$ cat src/rtl/pia_note_unused.sv
// holds no logic

$ cat src/common/pia_pkg.sv
// shared constants and types for the power-up init and address setup block
package pia_pkg;

    // ------------------------------------------------------------
    // working configuration layout
    // ------------------------------------------------------------
    localparam int CFG_WIDTH = 8;
    localparam int CFG_WORDS = 3;
    localparam int IDX_WIDTH = 2;
    localparam logic [1:0] IDX_TWOWIRE_BASE = 2'h0;
    localparam logic [1:0] IDX_POWER_BUS_BASE = 2'h1;
    localparam logic [1:0] IDX_CONV_CTRL = 2'h2;
    localparam logic [1:0] IDX_STATUS = 2'h3;
    localparam logic [1:0] IDX_LAST_LOADED = 2'h2;

    // ------------------------------------------------------------
    // field positions
    // ------------------------------------------------------------
    localparam int ADDR_WIDTH = 7;
    localparam int CTRL_SW_OVERRIDE_BIT = 0;
    localparam int CTRL_SW_ON_BIT = 1;
    localparam int STAT_OFFSET_LSB = 0;
    localparam int STAT_ADDR_READ_BIT = 4;
    localparam int STAT_LOAD_DONE_BIT = 5;
    localparam int STAT_CONV_ON_BIT = 6;

    // ------------------------------------------------------------
    // reset values
    // ------------------------------------------------------------
    localparam logic [7:0] TWOWIRE_BASE_RESET = 8'h10;
    localparam logic [7:0] POWER_BUS_BASE_RESET = 8'h40;
    localparam logic [7:0] CONV_CTRL_RESET = 8'h00;

    // ------------------------------------------------------------
    // address offset converter
    // ------------------------------------------------------------
    localparam int ADC_WIDTH = 10;
    localparam int OFFSET_WIDTH = 4;
    localparam int OFFSET_RANGES = 16;
    localparam logic [9:0] ADC_RANGE_STEP = 10'h040;

    // ------------------------------------------------------------
    // monitor synchroniser lanes
    // ------------------------------------------------------------
    localparam int MON_LANES = 5;
    localparam int MON_BIAS = 0;
    localparam int MON_CORE = 1;
    localparam int MON_OSC = 2;
    localparam int MON_ENABLE = 3;
    localparam int MON_VIN = 4;

    typedef enum logic [2:0] {
        ST_POR,
        ST_LOAD_REQ,
        ST_ADC_START,
        ST_ADC_WAIT,
        ST_READY
    } pia_state_e;

endpackage : pia_pkg

$ cat src/common/pia_adc_if.sv
// carrier between the init sequencer and the address offset mapper
`timescale 1ns/100ps
interface pia_adc_if;
    logic [9:0] code;
    logic [3:0] offset;

    modport mapper (
        input code,
        output offset
    );

    modport user (
        output code,
        input offset
    );
endinterface : pia_adc_if

$ cat src/rtl/pia_powerup_init.sv
// power-up sequencer, configuration load and bus address setup
`timescale 1ns/100ps
module pia_powerup_init (
    // clock and reset
    input wire logic ref_clk_in,
    input wire logic rst_in,
    // analog monitor comparators, asynchronous
    input wire logic bias_rail_ok_in,
    input wire logic core_rail_1v8_ok_in,
    input wire logic osc_stable_in,
    input wire logic enable_ok_in,
    input wire logic input_rail_ok_in,
    // nonvolatile configuration store read port
    output logic nvm_rd_out,
    output logic [1:0] nvm_index_out,
    input wire logic nvm_ack_in,
    input wire logic [7:0] nvm_data_in,
    // address resistor converter
    output logic adc_start_out,
    input wire logic adc_done_in,
    input wire logic [9:0] adc_code_in,
    // management command port from the bus engines
    input wire logic mgmt_wr_in,
    input wire logic mgmt_rd_in,
    input wire logic [1:0] mgmt_index_in,
    input wire logic [7:0] mgmt_wdata_in,
    output logic [7:0] mgmt_rdata_out,
    output logic mgmt_rvalid_out,
    // received address filter
    input wire logic bus_addr_valid_in,
    input wire logic bus_is_power_bus_in,
    input wire logic [6:0] bus_addr_in,
    output logic bus_addr_hit_out,
    // status
    output logic por_active_out,
    output logic load_done_out,
    output logic addr_read_out,
    output logic conversion_on_out,
    output logic [6:0] twowire_addr_out,
    output logic [6:0] power_bus_addr_out,
    output logic twowire_enabled_out,
    output logic power_bus_enabled_out
);

    // ------------------------------------------------------------
    // monitor synchronisers
    // ------------------------------------------------------------
    logic [4:0] mon_meta_reg;
    logic [4:0] mon_sync_reg;
    logic [4:0] mon_raw;

    assign mon_raw = {input_rail_ok_in, enable_ok_in, osc_stable_in,
                      core_rail_1v8_ok_in, bias_rail_ok_in};

    always_ff @(posedge ref_clk_in)
    begin
        if (rst_in)
        begin
            mon_meta_reg <= 5'h00;
            mon_sync_reg <= 5'h00;
        end
        else
        begin
            mon_meta_reg <= mon_raw;
            mon_sync_reg <= mon_meta_reg;
        end
    end

    logic supplies_good;

    // all three must hold before the sequencer may leave reset
    assign supplies_good = mon_sync_reg[pia_pkg::MON_BIAS]
                         & mon_sync_reg[pia_pkg::MON_CORE]
                         & mon_sync_reg[pia_pkg::MON_OSC];

    // ------------------------------------------------------------
    // sequencer
    // ------------------------------------------------------------
    pia_pkg::pia_state_e state_reg;
    pia_pkg::pia_state_e state_next;
    logic [1:0] load_idx_reg;
    logic load_done_reg;
    logic addr_read_reg;
    logic [3:0] offset_reg;
    logic nvm_rd_reg;
    logic adc_start_reg;

    always_comb
    begin
        state_next = state_reg;
        case (state_reg)
            pia_pkg::ST_POR:
                if (supplies_good)
                    state_next = pia_pkg::ST_LOAD_REQ;
            pia_pkg::ST_LOAD_REQ:
                if (nvm_ack_in && load_idx_reg == pia_pkg::IDX_LAST_LOADED)
                    state_next = pia_pkg::ST_ADC_START;
            pia_pkg::ST_ADC_START:
                state_next = pia_pkg::ST_ADC_WAIT;
            pia_pkg::ST_ADC_WAIT:
                if (adc_done_in)
                    state_next = pia_pkg::ST_READY;
            pia_pkg::ST_READY:
                state_next = pia_pkg::ST_READY;
            default:
                state_next = pia_pkg::ST_POR;
        endcase
        // a supply drop anywhere restarts the whole sequence
        if (!supplies_good)
            state_next = pia_pkg::ST_POR;
    end

    always_ff @(posedge ref_clk_in)
    begin
        if (rst_in)
            state_reg <= pia_pkg::ST_POR;
        else
            state_reg <= state_next;
    end

    // load walks every word of the store in index order
    always_ff @(posedge ref_clk_in)
    begin
        if (rst_in || state_reg == pia_pkg::ST_POR)
            load_idx_reg <= 2'h0;
        else if (state_reg == pia_pkg::ST_LOAD_REQ && nvm_ack_in)
            load_idx_reg <= load_idx_reg + 2'h1;
    end

    // read request is a level held until the store acknowledges
    always_ff @(posedge ref_clk_in)
    begin
        if (rst_in)
            nvm_rd_reg <= 1'b0;
        else
            nvm_rd_reg <= (state_next == pia_pkg::ST_LOAD_REQ) && !nvm_ack_in;
    end

    always_ff @(posedge ref_clk_in)
    begin
        if (rst_in || !supplies_good)
            load_done_reg <= 1'b0;
        else if (state_reg == pia_pkg::ST_LOAD_REQ && state_next == pia_pkg::ST_ADC_START)
            load_done_reg <= 1'b1;
    end

    always_ff @(posedge ref_clk_in)
    begin
        if (rst_in)
            adc_start_reg <= 1'b0;
        else
            adc_start_reg <= (state_next == pia_pkg::ST_ADC_START) && supplies_good;
    end

    // ------------------------------------------------------------
    // address offset capture
    // ------------------------------------------------------------
    pia_adc_if adc_link ();

    assign adc_link.code = adc_code_in;

    pia_addr_offset u_offset (
        .adc (adc_link.mapper)
    );

    // offset taken once per power-up from the converter result
    always_ff @(posedge ref_clk_in)
    begin
        if (rst_in)
        begin
            offset_reg <= 4'h0;
            addr_read_reg <= 1'b0;
        end
        else if (!supplies_good)
        begin
            addr_read_reg <= 1'b0;
        end
        else if (state_reg == pia_pkg::ST_ADC_WAIT && adc_done_in)
        begin
            offset_reg <= adc_link.offset;
            addr_read_reg <= 1'b1;
        end
    end

    // ------------------------------------------------------------
    // working configuration registers
    // ------------------------------------------------------------
    logic [7:0] cfg_reg [pia_pkg::CFG_WORDS];
    logic mgmt_wr_ok;

    // writes refused until the load completes, then enable plays no part
    assign mgmt_wr_ok = mgmt_wr_in && load_done_reg
                     && (mgmt_index_in != pia_pkg::IDX_STATUS);

    always_ff @(posedge ref_clk_in)
    begin
        if (rst_in)
        begin
            cfg_reg[pia_pkg::IDX_TWOWIRE_BASE] <= pia_pkg::TWOWIRE_BASE_RESET;
            cfg_reg[pia_pkg::IDX_POWER_BUS_BASE] <= pia_pkg::POWER_BUS_BASE_RESET;
            cfg_reg[pia_pkg::IDX_CONV_CTRL] <= pia_pkg::CONV_CTRL_RESET;
        end
        else if (state_reg == pia_pkg::ST_LOAD_REQ && nvm_ack_in)
        begin
            cfg_reg[load_idx_reg] <= nvm_data_in;
        end
        else if (mgmt_wr_ok)
        begin
            cfg_reg[mgmt_index_in] <= mgmt_wdata_in;
        end
    end

    logic [6:0] twowire_base;
    logic [6:0] power_bus_base;
    logic sw_override;
    logic sw_on;

    // two independent 7-bit bases; bit 7 of each word reads back as stored
    assign twowire_base = cfg_reg[pia_pkg::IDX_TWOWIRE_BASE][6:0];
    assign power_bus_base = cfg_reg[pia_pkg::IDX_POWER_BUS_BASE][6:0];
    assign sw_override = cfg_reg[pia_pkg::IDX_CONV_CTRL][pia_pkg::CTRL_SW_OVERRIDE_BIT];
    assign sw_on = cfg_reg[pia_pkg::IDX_CONV_CTRL][pia_pkg::CTRL_SW_ON_BIT];

    // ------------------------------------------------------------
    // bus addresses and enables
    // ------------------------------------------------------------
    logic [6:0] twowire_addr_reg;
    logic [6:0] power_bus_addr_reg;
    logic twowire_en_reg;
    logic power_bus_en_reg;

    // sum wraps inside 7 bits; a base near the top plus offset will alias low
    always_ff @(posedge ref_clk_in)
    begin
        if (rst_in)
        begin
            twowire_addr_reg <= 7'h00;
            power_bus_addr_reg <= 7'h00;
        end
        else
        begin
            twowire_addr_reg <= 7'(twowire_base + 7'(offset_reg));
            power_bus_addr_reg <= 7'(power_bus_base + 7'(offset_reg));
        end
    end

    // base of zero silences that bus only
    always_ff @(posedge ref_clk_in)
    begin
        if (rst_in)
        begin
            twowire_en_reg <= 1'b0;
            power_bus_en_reg <= 1'b0;
        end
        else
        begin
            twowire_en_reg <= addr_read_reg && (twowire_base != 7'h00);
            power_bus_en_reg <= addr_read_reg && (power_bus_base != 7'h00);
        end
    end

    logic hit_reg;

    always_ff @(posedge ref_clk_in)
    begin
        if (rst_in)
            hit_reg <= 1'b0;
        else if (!bus_addr_valid_in)
            hit_reg <= 1'b0;
        else if (bus_is_power_bus_in)
            hit_reg <= power_bus_en_reg && (bus_addr_in == power_bus_addr_reg);
        else
            hit_reg <= twowire_en_reg && (bus_addr_in == twowire_addr_reg);
    end

    // ------------------------------------------------------------
    // conversion gate
    // ------------------------------------------------------------
    logic start_cond;
    logic conv_on_reg;

    // software option replaces only the enable pin term
    assign start_cond = (sw_override ? sw_on : mon_sync_reg[pia_pkg::MON_ENABLE])
                      && mon_sync_reg[pia_pkg::MON_VIN]
                      && load_done_reg
                      && addr_read_reg;

    always_ff @(posedge ref_clk_in)
    begin
        if (rst_in)
            conv_on_reg <= 1'b0;
        else
            conv_on_reg <= start_cond;
    end

    // ------------------------------------------------------------
    // management readback
    // ------------------------------------------------------------
    logic [7:0] status_word;
    logic [7:0] rdata_reg;
    logic rvalid_reg;

    always_comb
    begin
        status_word = 8'h00;
        status_word[pia_pkg::STAT_OFFSET_LSB +: pia_pkg::OFFSET_WIDTH] = offset_reg;
        status_word[pia_pkg::STAT_ADDR_READ_BIT] = addr_read_reg;
        status_word[pia_pkg::STAT_LOAD_DONE_BIT] = load_done_reg;
        status_word[pia_pkg::STAT_CONV_ON_BIT] = conv_on_reg;
    end

    always_ff @(posedge ref_clk_in)
    begin
        if (rst_in)
        begin
            rdata_reg <= 8'h00;
            rvalid_reg <= 1'b0;
        end
        else
        begin
            rvalid_reg <= mgmt_rd_in;
            if (mgmt_rd_in)
            begin
                if (mgmt_index_in == pia_pkg::IDX_STATUS)
                    rdata_reg <= status_word;
                else
                    rdata_reg <= cfg_reg[mgmt_index_in];
            end
        end
    end

    // ------------------------------------------------------------
    // outputs
    // ------------------------------------------------------------
    logic por_reg;

    always_ff @(posedge ref_clk_in)
    begin
        if (rst_in)
            por_reg <= 1'b1;
        else
            por_reg <= (state_next == pia_pkg::ST_POR);
    end

    assign nvm_rd_out = nvm_rd_reg;
    assign nvm_index_out = load_idx_reg;
    assign adc_start_out = adc_start_reg;
    assign mgmt_rdata_out = rdata_reg;
    assign mgmt_rvalid_out = rvalid_reg;
    assign bus_addr_hit_out = hit_reg;
    assign por_active_out = por_reg;
    assign load_done_out = load_done_reg;
    assign addr_read_out = addr_read_reg;
    assign conversion_on_out = conv_on_reg;
    assign twowire_addr_out = twowire_addr_reg;
    assign power_bus_addr_out = power_bus_addr_reg;
    assign twowire_enabled_out = twowire_en_reg;
    assign power_bus_enabled_out = power_bus_en_reg;

endmodule : pia_powerup_init

$ cat src/rtl/pia_addr_offset.sv
// maps the converter reading of the address resistor to a 4-bit offset
`timescale 1ns/100ps
module pia_addr_offset (
    // converter side
    pia_adc_if.mapper adc
);

    // ------------------------------------------------------------
    // range compare
    // ------------------------------------------------------------
    logic [pia_pkg::OFFSET_RANGES-1:0] above;

    // range 0 has threshold zero and is always reached
    genvar k;
    generate
        for (k = 0; k < pia_pkg::OFFSET_RANGES; k++)
        begin : g_range
            localparam logic [9:0] THRESH = 10'(k * pia_pkg::ADC_RANGE_STEP);
            assign above[k] = (adc.code >= THRESH);
        end
    endgenerate

    // ------------------------------------------------------------
    // count ranges passed
    // ------------------------------------------------------------
    always_comb
    begin
        logic [4:0] count;
        count = 5'h00;
        for (int i = 1; i < pia_pkg::OFFSET_RANGES; i++)
        begin
            count = count + 5'(above[i]);
        end
        // first range gives offset zero, last gives fifteen
        adc.offset = count[3:0];
    end

endmodule : pia_addr_offset

$ cat config.mk
export PLATFORM = sky130hd
export DESIGN_NAME = pia_powerup_init
export DESIGN_NICKNAME = d
export VERILOG_FILES = /design/src/rtl/pia_note_unused.sv /design/src/common/pia_pkg.sv /design/src/common/pia_adc_if.sv /design/src/rtl/pia_powerup_init.sv /design/src/rtl/pia_addr_offset.sv
export SDC_FILE = /design/constraint.sdc
export NUM_CORES = 1
export LEC_CHECK = 0
export BUFFER_PORTS_ARGS = -buffer_cell sky130_fd_sc_hd__buf_2
export CORE_MARGIN = 1
export CORE_UTILIZATION = 59
export CTS_BUF_LIST = sky130_fd_sc_hd__clkbuf_4 sky130_fd_sc_hd__clkbuf_8 sky130_fd_sc_hd__clkbuf_16
export CTS_CLUSTER_SIZE = 14
export DETAILED_ROUTE_END_ITERATION = 10
export PLACE_DENSITY = 0.9
export RECOVER_POWER = 50
export SLEW_MARGIN = 20
export SYNTH_ARGS = -nofsm -noshare
export SYNTH_HDL_FRONTEND = slang
export SYNTH_SLANG_ARGS = --single-unit
$ cat constraint.sdc
create_clock -name ref_clk_in -period 7.95 [get_ports ref_clk_in]
set_input_delay 0.795 -clock ref_clk_in [delete_from_list [all_inputs] [get_ports ref_clk_in]]
set_output_delay 0.795 -clock ref_clk_in [all_outputs]
set_load 0.03 [all_outputs]
==> metrics.yaml <==
n_antenna_cell: 0
cts_htree_levels: 3
detail_route.iter0.violations: 190
cts_sinks: 75
die_h_um: 85.1
synth.distinct_cells: 52
p_comb_share_pct: 15.6
grt_setup_unrepaired: "no"
layout_commonest_cell: "dfxtp_1"
dp_slack_ns: 2.29
maxSlewHeadroom_pct: -38.4
drv_slew: 52
violations: "max-capacitance violations, max-slew violations"
syn_nets: 471
clockRootBuffer: "clkbuf_8"
min_period_ns: 5.32
drt_wl_total_um: 8380
layout.cells.non_filler: 542
p_leak_nw: 1.81
fin_ws_ns: 2.63
arrival_ns: 5.56
finalSetupViolations: 0
antenna_found_initial: 0
fmax_ghz: 0.188
grt_max_degree: 52
vias_per_cell: 5.75
synth-seq-cells: 75
post_cts_buffers: 0
avgSynthCellArea_um2: 10.2
maxCapViolCount: 1
syn_inst: 398
min_period_over_period_pct: 66.9
synthFlopType: "dfxtp_1"
initial_core_util_pct: 62.7
switching_share_pct: 26.0
syn-cell-area_mm2: 0.00407
cts_hold_buf: 0
holdCritPathClass: "flop to flop"
worstSetupPathType: "primary input to flop"
drc: 0
place_area_mm2: 0.00442
async_flop_share_pct: 0
synth_warnings: 0
ff2ff_path_depth: 4
worst_pin_slew_ns: 2.08
synth_edf_count: 24
track_usage_pct: 25.1
path_clk_slew_ns: 0.08
layout.nets: 533
finalInstanceArea_mm2: 0.00459
cp.required_ns: 8.19
p_seq_share_pct: 48.2
drt-wirelength-per-cell_um: 15.5
postCtsResizedCells: 0
dr.pass1.iters: 4
pwr-share-clk_pct: 36.2
hold_depth: 1
num_io_pins: 82
ir_drop_v: 0.000117
numPortBuffers: 75
power_switching_uw: 221
startpoint_type: "primary input"
drive_gt1_share_pct: 16.6
tritoncts: "built"
num_vias: 3115
internal_power_uw: 630
seq_area_frac_synth_pct: 42.8
cts_inserted_buffers: 9
gp_congestion: 0.879
clockBufferDepth: 2
overflow: 0
status: "finished, violations left"
grt_pass1_vias: 2962
power_density_mw_per_mm2: 185
clock_latency_ns: 0.35
fin_skew_ns: 0.00936
crit_path_end_kind: "flop"
rows: 29
core_area_mm2: 0.00649
antenna_left: 0
grt_pass1_wl_um: 14000
dp.cells: 526
largest_reg_flops: 24
setup-tns-final_ns: 0
hold_viol: 0
place_hpwl_um: 6150
die_x_um: 85.1
worstPathMaxFanout: 6
final_cell_mix: "dfxtp_1, buf_2, nor2_1"
syn_to_final_growth_pct: 12.7
fin_hold_ws_ns: 0.444
die_area_mm2: 0.00724
[cell usage after synthesis, types with 4 or more instances]
library cell,number,area [µm²]
nor2_1,35,131
buf_2,7,35.0
xor2_1,8,70.1
nor3b_1,4,30.0
mux4_2,7,158
fa_1,11,220
clkbuf_1,11,41.3
dfxtp_1,51,1020
mux2i_1,16,160
nor3_1,13,65.1
a21oi_1,24,120
nand3b_1,5,37.5
nor2b_1,31,194
a21o_1,4,30.0
nand3_1,23,115
nand2_1,11,41.3
inv_1,19,71.3
xnor2_1,12,105
edfxtp_1,24,721
ha_1,14,175
o21ai_0,10,50.1
o21bai_1,8,60.1
[kinds of logic (layout without fill, tap and decap cells)]
| logic type | Yosys count | after routing | synth area share (%) |
|---|---|---|---|
| AOI/OAI and AO/OA | 63 | 63 | 10.4 |
| adders and majority gates | 25 | 25 | 9.71 |
| xor gates and xnor gates | 20 | 20 | 4.30 |
| DFF | 75 | 75 | 42.8 |
| buffers and inverters | 43 | 110 | 4.91 |
| muxes | 25 | 25 | 8.35 |
| and+or+nand+nor | 147 | 147 | 19.6 |
[cell type report]
cell class                 instances  area, µm²
multi-input combinational        280       2130
fill                             481       1900
sequential                        75       1740
timing repair buffer              75        337
clock buffer                      11        156
tap                               77       96.3
inverter                          19       71.3
clock inverter                     5       58.8
[through the flow]
stage | utilization (%) | power [mW]
global placement | 68.0 | 0.545
CTS | 71.3 | 0.857
finish | 70.7 | 0.851
floorplan | - | 0.515
global route | 70.7 | 0.892
detailed placement | 68.0 | 0.553
[worst paths after layout]
check                                     end  slack [ns]                  startpoint
setup / recovery   offset_reg[2]$_SDFFE_PP0P_        2.63              adc_code_in[7]
hold / removal     mon_sync_reg[0]$_SDFF_PP0_        0.44  mon_meta_reg[0]$_SDFF_PP0_
setup reg to reg  cfg_reg[0][5]$_SDFFCE_PN0P_        5.27     state_reg[0]$_SDFF_PP0_
hold reg to reg    mon_sync_reg[0]$_SDFF_PP0_        0.44  mon_meta_reg[0]$_SDFF_PP0_
[worst max-delay path: stages]
cell and delay [ns]:
buf_2 0.13, or2_2 0.33, or3_1 0.35, fa_1 0.55, inv_1 0.06, fa_1 0.48, fa_1 0.52, fa_1 0.52
fa_1 0.55, inv_1 0.06, fa_1 0.45, fa_1 0.40, xnor2_1 0.15, a211oi_1 0.23
[layer usage]
| layer | share of wire (%) | track usage [%] | wire length [µm] |
|---|---|---|---|
| met5 | 0 | 0 | 0 |
| met1 | 43 | 32.0 | 3560 |
| met3 | 5.6 | 4.96 | 473 |
| met4 | 1.2 | 6.63 | 98 |
| met2 | 51 | 44.0 | 4240 |
[power groups by stage]
| stage | Clock [mW] | Combinational [mW] | Sequential, mW |
|---|---|---|---|
| after floorplan | 0 | 0.0888 | 0.426 |
| after global placement | 0 | 0.127 | 0.418 |
| after detailed placement | 0 | 0.135 | 0.419 |
| after CTS | 0.311 | 0.135 | 0.410 |
| after global routing | 0.329 | 0.151 | 0.411 |
| final | 0.308 | 0.133 | 0.410 |
Note: power is estimated with default switching activity, not from simulation.
